**config.mk**
```make
export PLATFORM = sky130hd
export DESIGN_NAME = rccr_bank
export DESIGN_NICKNAME = d
export VERILOG_FILES = /design/src/shared/rccr_pkg.sv /design/src/rtl/rccr_bank.sv
export SDC_FILE = /design/constraint.sdc
export NUM_CORES = 1
export LEC_CHECK = 0
export ABC_AREA = 1
export BUFFER_PORTS_ARGS = -buffer_cell sky130_fd_sc_hd__buf_4
export CORE_UTILIZATION = 54
export CTS_CLUSTER_SIZE = 28
export DETAILED_ROUTE_END_ITERATION = 10
export PLACE_DENSITY = 0.73
export SLEW_MARGIN = 20
export SYNTH_ARGS = -nofsm -noshare
export SYNTH_HDL_FRONTEND = slang
export SYNTH_SLANG_ARGS = --single-unit
```
**constraint.sdc**
```tcl
create_clock -name CLK -period 3.6 [get_ports CLK]
set_input_delay 0.72 -clock CLK [delete_from_list [all_inputs] [get_ports CLK]]
set_output_delay 0.72 -clock CLK [all_outputs]
set_load 0.005 [all_outputs]
```
**src/shared/rccr_pkg.sv**
```systemverilog
// Package for the render command and constant register bank.
`default_nettype none
package rccr_pkg;
   localparam int ADDR_W = 8;
   // Register indices; byte address is four times the index.
   localparam logic [7:0] IDX_FLUSH = 8'h00;
   localparam logic [7:0] IDX_FILL = 8'h01;
   localparam logic [7:0] IDX_SWAP = 8'h02;
   localparam logic [7:0] IDX_FOG = 8'h03;
   localparam logic [7:0] IDX_ZA = 8'h04;
   localparam logic [7:0] IDX_KEY = 8'h05;
   localparam logic [7:0] IDX_STIP = 8'h06;
   localparam logic [7:0] IDX_C0 = 8'h07;
   localparam logic [7:0] IDX_C1 = 8'h08;
   localparam logic [7:0] IDX_PIN = 8'h09;
   localparam logic [7:0] IDX_TFAIL = 8'h0A;
   localparam logic [7:0] IDX_ZFAIL = 8'h0B;
   localparam logic [7:0] IDX_AFAIL = 8'h0C;
   localparam logic [7:0] IDX_POUT = 8'h0D;
   localparam logic [7:0] IDX_PEND = 8'h0E;
   localparam logic [7:0] IDX_MODE = 8'h0F;
   localparam logic [7:0] IDX_PATH = 8'h10;
   localparam logic [7:0] IDX_FOGCTL = 8'h11;
   localparam logic [7:0] IDX_DACTL = 8'h12;
   localparam logic [7:0] IDX_HB = 8'h13;
   localparam logic [7:0] IDX_VB = 8'h14;
   // Field positions.
   localparam int MODE_KEY_EN = 1;
   localparam int MODE_DITHER = 8;
   localparam int MODE_RGB_WR = 9;
   localparam int MODE_DEP_WR = 10;
   localparam int MODE_ZBIAS = 16;
   localparam int DA_PIPE_EN = 8;
   localparam int FOG_EN = 0;
   localparam int SWAP_SYNC = 0;
   localparam int SWAP_IV_LO = 1;
   localparam int CNT_W = 24;
   localparam int PEND_W = 3;
   localparam int PEND_LO = 28;
   localparam int COORD_W = 10;
   localparam int HI_LO = 16;
   localparam logic [31:0] RESET_WORD = 32'h0000_0000;
   typedef struct packed {
      logic [7:0] a;
      logic [23:0] rgb;
   } rccr_pix_s;
   typedef struct packed {
      logic [COORD_W-1:0] x;
      logic [COORD_W-1:0] y;
      logic [15:0] rgb565;
      logic [15:0] depth;
      logic wr_rgb;
      logic wr_depth;
   } rccr_fillpix_s;
endpackage
`default_nettype wire

```
**src/rtl/rccr_bank.sv**
```systemverilog
// Command, constant colour and pixel statistics register bank.
`default_nettype none
//////////////////////////////////////////////////////////////////////////////
module rccr_bank
   import rccr_pkg::*;
(
   // Clock and reset
   input wire logic CLK,
   input wire logic RST_N,
   // Host register port
   input wire logic REG_WR,
   input wire logic REG_RD,
   input wire logic [ADDR_W-1:0] REG_IDX,
   input wire logic [31:0] REG_WDATA,
   output logic [31:0] REG_RDATA,
   // Pipeline events
   input wire logic PIX_GEN,
   input wire logic PIX_PIPE_VALID,
   input wire logic PIX_DEPTH_ONLY_LFB,
   input wire logic PIX_IS_LFB,
   input wire rccr_pix_s PIX_TEX,
   input wire logic PIX_DEPTH_FAIL,
   input wire logic PIX_ALPHA_FAIL,
   input wire logic PIX_DRAWN,
   input wire logic VRETRACE,
   // Pipeline controls and constants
   output logic PIPE_FLUSH,
   output logic BUF_SWAP,
   output logic PIX_KEY_DROP,
   output rccr_pix_s PIX_SRC,
   output logic [23:0] FOG_RGB,
   output logic FOG_ACTIVE,
   output logic [15:0] BIAS_DEPTH,
   output logic [7:0] CONST_ALPHA,
   output rccr_pix_s COMB_LOCAL,
   output logic [23:0] COMB_OTHER_RGB,
   output logic [7:0] COMB_OTHER_A,
   // Fill pixel stream
   output logic FILL_VALID,
   output rccr_fillpix_s FILL_PIX,
   output logic FILL_BUSY
);
   logic [31:0] fog_q, za_q, key_q, stip_q, c0_q, c1_q, mode_q, path_q, fogctl_q, dactl_q;
   logic [31:0] hb_q, vb_q;
   logic [CNT_W-1:0] cnt_q [5];
   logic [PEND_W-1:0] pend_q;
   logic [7:0] rt_cnt_q, swap_iv_q;
   logic swap_sync_q, swap_wait_q, clr_cnt;
   logic [COORD_W-1:0] fx_q, fy_q;
   logic [1:0] dith_q;
   logic do_swap, key_hit, fill_start, swap_wr;
   rccr_pix_s src_sel;
   logic [4:0] cnt_inc;

   //////////////////////////////////////////////////////////////////////////////
   // Register writes.
   always_ff @(posedge CLK or negedge RST_N) begin
      if (!RST_N) begin
         fog_q <= RESET_WORD;
         za_q <= RESET_WORD;
         key_q <= RESET_WORD;
         stip_q <= RESET_WORD;
         c0_q <= RESET_WORD;
         c1_q <= RESET_WORD;
         mode_q <= RESET_WORD;
         path_q <= RESET_WORD;
         fogctl_q <= RESET_WORD;
         dactl_q <= RESET_WORD;
         hb_q <= RESET_WORD;
         vb_q <= RESET_WORD;
      end else if (REG_WR) begin
         unique case (REG_IDX)
            IDX_FOG: fog_q <= REG_WDATA;
            IDX_ZA: za_q <= REG_WDATA;
            IDX_KEY: key_q <= REG_WDATA;
            IDX_STIP: stip_q <= REG_WDATA;
            IDX_C0: c0_q <= REG_WDATA;
            IDX_C1: c1_q <= REG_WDATA;
            IDX_MODE: mode_q <= REG_WDATA;
            IDX_PATH: path_q <= REG_WDATA;
            IDX_FOGCTL: fogctl_q <= REG_WDATA;
            IDX_DACTL: dactl_q <= REG_WDATA;
            IDX_HB: hb_q <= REG_WDATA;
            IDX_VB: vb_q <= REG_WDATA;
            default: ;
         endcase
      end
   end

   //////////////////////////////////////////////////////////////////////////////
   // Read mux; counters read zero above bit 23.
   always_ff @(posedge CLK or negedge RST_N) begin
      if (!RST_N) begin
         REG_RDATA <= RESET_WORD;
      end else if (REG_RD) begin
         unique case (REG_IDX)
            IDX_FOG: REG_RDATA <= fog_q;
            IDX_ZA: REG_RDATA <= za_q;
            IDX_KEY: REG_RDATA <= key_q;
            IDX_STIP: REG_RDATA <= stip_q;
            IDX_C0: REG_RDATA <= c0_q;
            IDX_C1: REG_RDATA <= c1_q;
            IDX_PIN: REG_RDATA <= {8'h00, cnt_q[0]};
            IDX_TFAIL: REG_RDATA <= {8'h00, cnt_q[1]};
            IDX_ZFAIL: REG_RDATA <= {8'h00, cnt_q[2]};
            IDX_AFAIL: REG_RDATA <= {8'h00, cnt_q[3]};
            IDX_POUT: REG_RDATA <= {8'h00, cnt_q[4]};
            IDX_PEND: REG_RDATA <= {1'b0, pend_q, 28'h000_0000};
            IDX_MODE: REG_RDATA <= mode_q;
            IDX_PATH: REG_RDATA <= path_q;
            IDX_FOGCTL: REG_RDATA <= fogctl_q;
            IDX_DACTL: REG_RDATA <= dactl_q;
            IDX_HB: REG_RDATA <= hb_q;
            IDX_VB: REG_RDATA <= vb_q;
            default: REG_RDATA <= RESET_WORD;
         endcase
      end
   end

   //////////////////////////////////////////////////////////////////////////////
   // Flush command and statistics counters.
   assign clr_cnt = REG_WR && REG_IDX == IDX_FLUSH && REG_WDATA[0];
   assign key_hit = mode_q[MODE_KEY_EN] && (src_sel.rgb == key_q[23:0]);
   assign cnt_inc = {PIX_DRAWN || (FILL_VALID && FILL_PIX.wr_rgb) || FILL_VALID,
                     PIX_ALPHA_FAIL,
                     PIX_DEPTH_FAIL,
                     PIX_PIPE_VALID && key_hit,
                     PIX_GEN};

   always_ff @(posedge CLK or negedge RST_N) begin
      if (!RST_N) begin
         PIPE_FLUSH <= 1'b0;
      end else begin
         PIPE_FLUSH <= REG_WR && REG_IDX == IDX_FLUSH;
      end
   end

   // A clearing flush beats an increment in the same cycle, so a cleared counter
   // reads zero at once and never starts the next run at one.
   for (genvar i = 0; i < 5; i++) begin : g_cnt
      always_ff @(posedge CLK or negedge RST_N) begin
         if (!RST_N) begin
            cnt_q[i] <= '0;
         end else if (clr_cnt) begin
            cnt_q[i] <= '0;
         end else if (cnt_inc[i]) begin
            cnt_q[i] <= cnt_q[i] + 1'b1;
         end
      end
   end

   //////////////////////////////////////////////////////////////////////////////
   // Transparent test on post-texture colour, ahead of lighting and fog.
   always_comb begin
      src_sel = PIX_TEX;
      if (PIX_IS_LFB && PIX_DEPTH_ONLY_LFB && dactl_q[DA_PIPE_EN]) begin
         src_sel = {za_q[31:24], c1_q[23:0]};
      end
   end

   // The selected colour leaves through a flop; the key test uses the live selection.
   always_ff @(posedge CLK or negedge RST_N) begin
      if (!RST_N) begin
         PIX_SRC <= '0;
      end else begin
         PIX_SRC <= src_sel;
      end
   end

   always_ff @(posedge CLK or negedge RST_N) begin
      if (!RST_N) begin
         PIX_KEY_DROP <= 1'b0;
      end else begin
         PIX_KEY_DROP <= PIX_PIPE_VALID && key_hit;
      end
   end

   //////////////////////////////////////////////////////////////////////////////
   // Constant outputs to combiners, fog and depth bias.
   always_ff @(posedge CLK or negedge RST_N) begin
      if (!RST_N) begin
         FOG_RGB <= '0;
         FOG_ACTIVE <= 1'b0;
         BIAS_DEPTH <= '0;
         CONST_ALPHA <= '0;
         COMB_LOCAL <= '0;
         COMB_OTHER_RGB <= '0;
         COMB_OTHER_A <= '0;
      end else begin
         FOG_ACTIVE <= fogctl_q[FOG_EN];
         FOG_RGB <= fogctl_q[FOG_EN] ? {fog_q[23:16], fog_q[15:8], fog_q[7:0]} : '0;
         BIAS_DEPTH <= mode_q[MODE_ZBIAS] ? za_q[15:0] : '0;
         CONST_ALPHA <= za_q[31:24];
         COMB_LOCAL <= c0_q;
         COMB_OTHER_RGB <= (path_q[1:0] == 2'd2) ? c1_q[23:0] : src_sel.rgb;
         COMB_OTHER_A <= (path_q[3:2] == 2'd2) ? c1_q[31:24] : src_sel.a;
      end
   end

   //////////////////////////////////////////////////////////////////////////////
   // Fill walker. Bounds are sampled live, so the host must not rewrite them
   // mid-fill; this saves a shadow copy.
   assign fill_start = REG_WR && REG_IDX == IDX_FILL && !FILL_BUSY;
   always_ff @(posedge CLK or negedge RST_N) begin
      if (!RST_N) begin
         FILL_BUSY <= 1'b0;
         FILL_VALID <= 1'b0;
         FILL_PIX <= '0;
         fx_q <= '0;
         fy_q <= '0;
      end else if (fill_start) begin
         FILL_BUSY <= (hb_q[HI_LO+:COORD_W] < hb_q[COORD_W-1:0])
                   && (vb_q[HI_LO+:COORD_W] < vb_q[COORD_W-1:0]);
         fx_q <= hb_q[HI_LO+:COORD_W];
         fy_q <= vb_q[HI_LO+:COORD_W];
         FILL_VALID <= 1'b0;
      end else if (FILL_BUSY) begin
         FILL_VALID <= 1'b1;
         FILL_PIX.x <= fx_q;
         FILL_PIX.y <= fy_q;
         FILL_PIX.depth <= za_q[15:0];
         FILL_PIX.wr_rgb <= !mode_q[MODE_RGB_WR];
         FILL_PIX.wr_depth <= !mode_q[MODE_DEP_WR];
         FILL_PIX.rgb565 <= mode_q[MODE_DITHER] ?
            {sat5(c1_q[23:16], dith_q), sat6(c1_q[15:8], dith_q), sat5(c1_q[7:0], dith_q)} :
            {c1_q[23:19], c1_q[15:10], c1_q[7:3]};
         if (fx_q + 1'b1 >= hb_q[COORD_W-1:0]) begin
            fx_q <= hb_q[HI_LO+:COORD_W];
            fy_q <= fy_q + 1'b1;
            if (fy_q + 1'b1 >= vb_q[COORD_W-1:0]) begin
               FILL_BUSY <= 1'b0;
            end
         end else begin
            fx_q <= fx_q + 1'b1;
         end
      end else begin
         FILL_VALID <= 1'b0;
      end
   end
   assign dith_q = {fx_q[0] ^ fy_q[0], fy_q[0]};

   // Ordered 2x2 dither adds a small offset before truncation, saturating.
   function automatic logic [4:0] sat5(input logic [7:0] v, input logic [1:0] d);
      logic [8:0] s;
      s = {1'b0, v} + {6'h00, d, 1'b0};
      return s[8] ? 5'h1F : s[7:3];
   endfunction
   function automatic logic [5:0] sat6(input logic [7:0] v, input logic [1:0] d);
      logic [8:0] s;
      s = {1'b0, v} + {7'h00, d};
      return s[8] ? 6'h3F : s[7:2];
   endfunction

   //////////////////////////////////////////////////////////////////////////////
   // Swap command, retrace counting and pending count. One swap is held at a
   // time; a second swap written while one waits bumps the pending count and replaces
   // the held sync and interval, a deliberate simplification for lack of a command queue.
   assign swap_wr = REG_WR && REG_IDX == IDX_SWAP;
   // Only retraces before this one count toward the interval, so an interval of zero swaps at the
   // very next retrace instead of wasting a frame.
   assign do_swap = swap_wait_q && (!swap_sync_q
                    || (VRETRACE && rt_cnt_q >= swap_iv_q));
   always_ff @(posedge CLK or negedge RST_N) begin
      if (!RST_N) begin
         swap_wait_q <= 1'b0;
         swap_sync_q <= 1'b0;
         swap_iv_q <= '0;
         rt_cnt_q <= '0;
         BUF_SWAP <= 1'b0;
      end else begin
         BUF_SWAP <= do_swap;
         if (swap_wr) begin
            swap_wait_q <= 1'b1;
            swap_sync_q <= REG_WDATA[SWAP_SYNC];
            swap_iv_q <= REG_WDATA[SWAP_SYNC] ? REG_WDATA[SWAP_IV_LO+:8] : '0;
         end else if (do_swap) begin
            swap_wait_q <= 1'b0;
         end
         if (do_swap) begin
            rt_cnt_q <= '0;
         end else if (VRETRACE && rt_cnt_q != 8'hFF) begin
            rt_cnt_q <= rt_cnt_q + 1'b1;
         end
      end
   end

   always_ff @(posedge CLK or negedge RST_N) begin
      if (!RST_N) begin
         pend_q <= '0;
      end else if (swap_wr && !do_swap) begin
         pend_q <= pend_q + 1'b1;
      end else if (do_swap && !swap_wr && pend_q != '0) begin
         pend_q <= pend_q - 1'b1;
      end
   end

   //////////////////////////////////////////////////////////////////////////////
   // Assertions.
   // Counter checks compare against the previous count, so they also cover the wrap.
   a_flush_clears: assert property (@(posedge CLK) disable iff (!RST_N)
      clr_cnt |=> cnt_q[0] == '0 && cnt_q[4] == '0) else $error("counters not cleared");
   a_flush_pulse: assert property (@(posedge CLK) disable iff (!RST_N)
      (REG_WR && REG_IDX == IDX_FLUSH) |=> PIPE_FLUSH) else $error("no flush pulse");
   a_flush_keep: assert property (@(posedge CLK) disable iff (!RST_N)
      (REG_WR && REG_IDX == IDX_FLUSH && !REG_WDATA[0] && !cnt_inc[2]) |=> $stable(cnt_q[2]))
      else $error("counter changed by flush");
   a_key_drop: assert property (@(posedge CLK) disable iff (!RST_N)
      PIX_KEY_DROP |-> $past(mode_q[MODE_KEY_EN])) else $error("drop while disabled");
   a_swap_nosync: assert property (@(posedge CLK) disable iff (!RST_N)
      (swap_wr && !REG_WDATA[SWAP_SYNC]) |=> ##1 BUF_SWAP) else $error("late async swap");
   a_swap_sync: assert property (@(posedge CLK) disable iff (!RST_N)
      (BUF_SWAP && $past(swap_sync_q)) |-> $past(VRETRACE)) else $error("sync swap off retrace");
   a_rt_clear: assert property (@(posedge CLK) disable iff (!RST_N)
      do_swap |=> rt_cnt_q == '0) else $error("retrace count kept");
   a_pend_up: assert property (@(posedge CLK) disable iff (!RST_N)
      (swap_wr && !do_swap && pend_q != '1) |=> pend_q == PEND_W'($past(pend_q) + 1'b1))
      else $error("pending count not raised");
   a_fill_depth: assert property (@(posedge CLK) disable iff (!RST_N)
      FILL_VALID |-> FILL_PIX.depth == $past(za_q[15:0])) else $error("fill depth wrong");
   a_fill_edges: assert property (@(posedge CLK) disable iff (!RST_N)
      FILL_VALID |-> FILL_PIX.x < hb_q[COORD_W-1:0]) else $error("fill past right");
   a_fill_inside: assert property (@(posedge CLK) disable iff (!RST_N)
      FILL_VALID |-> FILL_PIX.x >= hb_q[HI_LO+:COORD_W] && FILL_PIX.y >= vb_q[HI_LO+:COORD_W]
      && FILL_PIX.y < vb_q[COORD_W-1:0]) else $error("fill outside bounds");
   a_fill_trunc: assert property (@(posedge CLK) disable iff (!RST_N)
      (FILL_VALID && !$past(mode_q[MODE_DITHER])) |-> FILL_PIX.rgb565 ==
      {$past(c1_q[23:19]), $past(c1_q[15:10]), $past(c1_q[7:3])}) else $error("fill colour wrong");
   a_fog_gate: assert property (@(posedge CLK) disable iff (!RST_N)
      FOG_ACTIVE |-> FOG_RGB == $past(fog_q[23:0])) else $error("fog colour wrong");
   a_bias_const: assert property (@(posedge CLK) disable iff (!RST_N)
      $past(mode_q[MODE_ZBIAS]) |-> BIAS_DEPTH == $past(za_q[15:0])) else $error("bias depth wrong");
   a_local_const: assert property (@(posedge CLK) disable iff (!RST_N)
      COMB_LOCAL == $past(c0_q)) else $error("local constant wrong");
   a_other_const: assert property (@(posedge CLK) disable iff (!RST_N)
      $past(path_q[1:0]) == 2'd2 |-> COMB_OTHER_RGB == $past(c1_q[23:0])) else $error("other rgb");
   a_src_lfb: assert property (@(posedge CLK) disable iff (!RST_N)
      (PIX_IS_LFB && PIX_DEPTH_ONLY_LFB && dactl_q[DA_PIPE_EN]) |=> PIX_SRC.rgb == $past(c1_q[23:0]))
      else $error("direct colour wrong");
   a_gen_count: assert property (@(posedge CLK) disable iff (!RST_N)
      (PIX_GEN && !clr_cnt) |=> cnt_q[0] == CNT_W'($past(cnt_q[0]) + 1'b1)) else $error("no count");
   a_key_count: assert property (@(posedge CLK) disable iff (!RST_N)
      (PIX_PIPE_VALID && key_hit && !clr_cnt) |=> cnt_q[1] == CNT_W'($past(cnt_q[1]) + 1'b1))
      else $error("key fail not counted");
   a_afail_count: assert property (@(posedge CLK) disable iff (!RST_N)
      (PIX_ALPHA_FAIL && !clr_cnt) |=> cnt_q[3] == CNT_W'($past(cnt_q[3]) + 1'b1))
      else $error("alpha fail not counted");
   a_drawn_count: assert property (@(posedge CLK) disable iff (!RST_N)
      ((PIX_DRAWN || FILL_VALID) && !clr_cnt) |=> cnt_q[4] == CNT_W'($past(cnt_q[4]) + 1'b1))
      else $error("drawn pixel not counted");
   a_cnt_wrap: assert property (@(posedge CLK) disable iff (!RST_N)
      (cnt_q[0] == '1 && PIX_GEN && !clr_cnt) |=> cnt_q[0] == '0) else $error("no wrap");
endmodule
`default_nettype wire

```
==> summary.txt <==
Layout
  • Register area: 0.0195 mm^2
  • Top reg by flops: cnt_q
  • Biggest regs: cnt_q: 120 flops, FILL_PIX: 54 flops
  • Largest register FFs: 120
  • Commonest non-fill, non-tap cell in the layout: nand2_1
  • Commonest non-fill, non-tap cells in the layout: nand2_1 (1425), dfrtp_1 (780), o21ai_0 (560)
  • Layout area overhead: 17.3%
  • Fillers: 5657
  • Multi-input logic area: 0.0143 mm^2
  • Layout cell share with drive strength beyond 1: 12.3%
  • NumNets Final: 4885

Setup path
  • Worst Reg-to-Reg Cells: 16
  • Worst R2R End: fy_q[9]
  • Critical path startpoint category: flop
  • Critical path, cell by cell: ha_1, nand4_1, nor2_1, nand2_1, xor2_1, inv_1, ha_1, nand2_1, nor2_1, o211ai_1, nand4_1, nor2_2, buf_4, nor2_4, inv_2, o21ai_0
  • Worst R2R Start: fx_q[0]
  • CP bufs+invs: 3
  • Cell family with most CP delay: simple AND/OR/NAND/NOR gates
  • R2R Setup Slk: 350 ps
  • Highest net fanout along the worst path: 16
  • Worst path required time: 4140 ps
  • CP Capture Type: flop
  • Slowest stage delay, CP: 600 ps
  • Crit-path slowest cell: dfrtp_1
  • WS Path Type: reg -> reg
  • CP arrival: 3800 ps

Synthesis
  • Post-synthesis area per instance: 8.13 um^2
  • Synth area leader: dfrtp_1
  • Flop and latch count out of synthesis: 781
  • Sequential share of the synthesized area: 53.7%
  • Yosys Warn Count: 0
  • Distinct cells, synth: 50
  • Synth top area share: 53.7%
  • Cells after synthesis: 4471
  • Mapped cell area: 0.0364 mm^2
  • Top area cells in the synthesized netlist: dfrtp_1 (54%), nand2_1 (15%), o21ai_0 (7.7%)
  • Syn Nets: 4613

Run
  • Max Cap Viol: 0

Clocking
  • TritonCTS Buffers: 82
  • CTS Hold Bufs: 0
  • CTS Buffer Depth: 3
  • Insertion delay to the later sink of the worst-skew pair: 650 ps
  • Post-CTS setup buffer count: 0
  • Clk pin slew, worst setup/hold paths: 60 ps
  • # clock sinks: 781
  • CTS root buffer: clkbuf_16
  • Post-CTS Resized: 0
  • CTS H-Tree Depth: 3
  • TritonCTS clock tree: yes

Power
  • Total power: 20.9 mW
  • Peak VDD IR: 0.000360 V
  • P_leak: 21.5 nW
  • Pwr dens: 490 mW/mm^2

Route
  • Router iterations before antenna repair: 7
  • Vias: 32645
  • Final wirelength: 127000 um
  • DRC: 0
  • Detailed Route Iter0 Violations: 3997
  • Drt via density: 5.75
  • Antenna-violating nets left: 0
  • Drt wl/cell: 22.4 um

Timing
  • Max-slew violations: 0
  • Part of the cycle the worst path needs: 90.3%
  • RSZ-0062 raised after global routing: false
  • Clk_skew: 14.9 ps
  • Count of final setup violators: 0
  • Final hold violations: 0
  • Setup TNS: 0 ps
  • Final Critical Period: 3250 ps
  • Highest clock rate: 308 MHz
  • Worst-Margin Slew: 1150 ps
  • Slew headroom: 23.5%
  • Final setup margin: 349 ps

Floorplan
  • Core area: 0.0662 mm^2
  • Ports: 320
  • Die W: 261 um
  • Starting Density: 54.9%
  • # rows: 94
  • Chip height: 261 um
  • Die area: 0.0684 mm^2

Global routing
  • First-pass GRT wire length: 190000 um
  • Vias in the first global route: 30461
  • Grt ovf: 0
  • Largest net degree at the start of global routing: 95
  • Initial antenna violation count: 3
  • GR Util All Layers: 37.5%

Placement
  • Input/output buffers: 319
  • Pre-CTS setup slack: 467 ps
  • RePlAce Congestion: 1.03
  • Dpl hpwl: 92700 um

Run status
  • Status: complete, no violations

Min path
  • Worst min path class: in -> async
==> cell usage after synthesis, drive strengths merged <==
cell / number
a211oi: 6
o2111ai: 1
and3: 4
xor2: 44
and2: 2
o21ai: 583
nand3b: 5
mux2: 2
nand4: 95
nand2: 1443
o22ai: 21
o31ai: 4
nand3: 196
a22o: 4
dfrtp: 781
xnor2: 8
clkbuf: 178
a32o: 2
mux2i: 2
o211ai: 42
inv: 416
fa: 1
clkinv: 5
a31o: 1
o221ai: 4
ha: 57
a22oi: 1
a21oi: 112
nor3: 64
a31oi: 7
a221oi: 3
nor2: 301
nor3b: 6
nor4: 11
buf: 42
o21a: 14
o211a: 3
==> cells by family after synthesis <==
group,Yosys count,synth area share (%)
flops,781,53.7
xor+xnor,52,1.25
buf+inv,641,6.94
simple gates,2127,24.0
compound gates,808,12.0
mux,4,0.117
fa+ha+maj,58,2.02
==> worst max path at each step <==
stage / from / end / slack, ps / cells past startpoint
after floorplan: fx_q[0] / fx_q[5] / 970 / 16
after global placement: fx_q[0] / fy_q[9] / 420 / 16
after detailed placement: REG_IDX[7] / vb_q[14] / 470 / 10
after CTS: fx_q[0] / fy_q[9] / 400 / 15
after global routing: fx_q[0] / fy_q[9] / 90 / 16
final: fx_q[0] / fy_q[9] / 350 / 16
==> through the flow <==
step                      hold slack, ps  instances  cell area, um^2  util [%]
final                               55.6       5677            42600      64.4
after global routing                75.6       5674            42600      64.4
after CTS                           49.2       5674            42600      64.4
after detailed placement             386       5523            39800      60.2
after global placement               382       5523            39800      60.2
after floorplan                      352       4471            36400         -
==> area by class of cell <==
class	count	share of cell area (%)
clock buffers	115	5.53
multi-input cells	3049	33.6
flip-flops and latches	781	45.8
diodes	3	0.0176
inverters	421	3.71
repair buffers	408	7.73
well taps	864	2.54
clock inverters	36	1.03
==> worst reg2reg max path: stages (launching register included) <==
cell	delay, ps
dfrtp_1	600
ha_1	290
nand4_1	190
nor2_1	140
nand2_1	70
xor2_1	170
inv_1	70
ha_1	290
nand2_1	70
nor2_1	150
o211ai_1	120
nand4_1	200
nor2_2	40
buf_4	190
nor2_4	190
inv_2	150
o21ai_0	240
==> report_power, final <==
group	leakage, nW	internal, mW	switching, mW
logic	9.82	0.768	1.38
clock network	1.36	5.11	3.68
registers	10.3	9.34	0.601
==> metal layers <==
layer  global-route usage (%)  routed length, um
met2                     56.0              56000
met1                     51.9              50700
met5                        0                  0
met4                     19.8               7370
met3                     7.39              12800
Note: power is estimated with default switching activity, not from simulation.
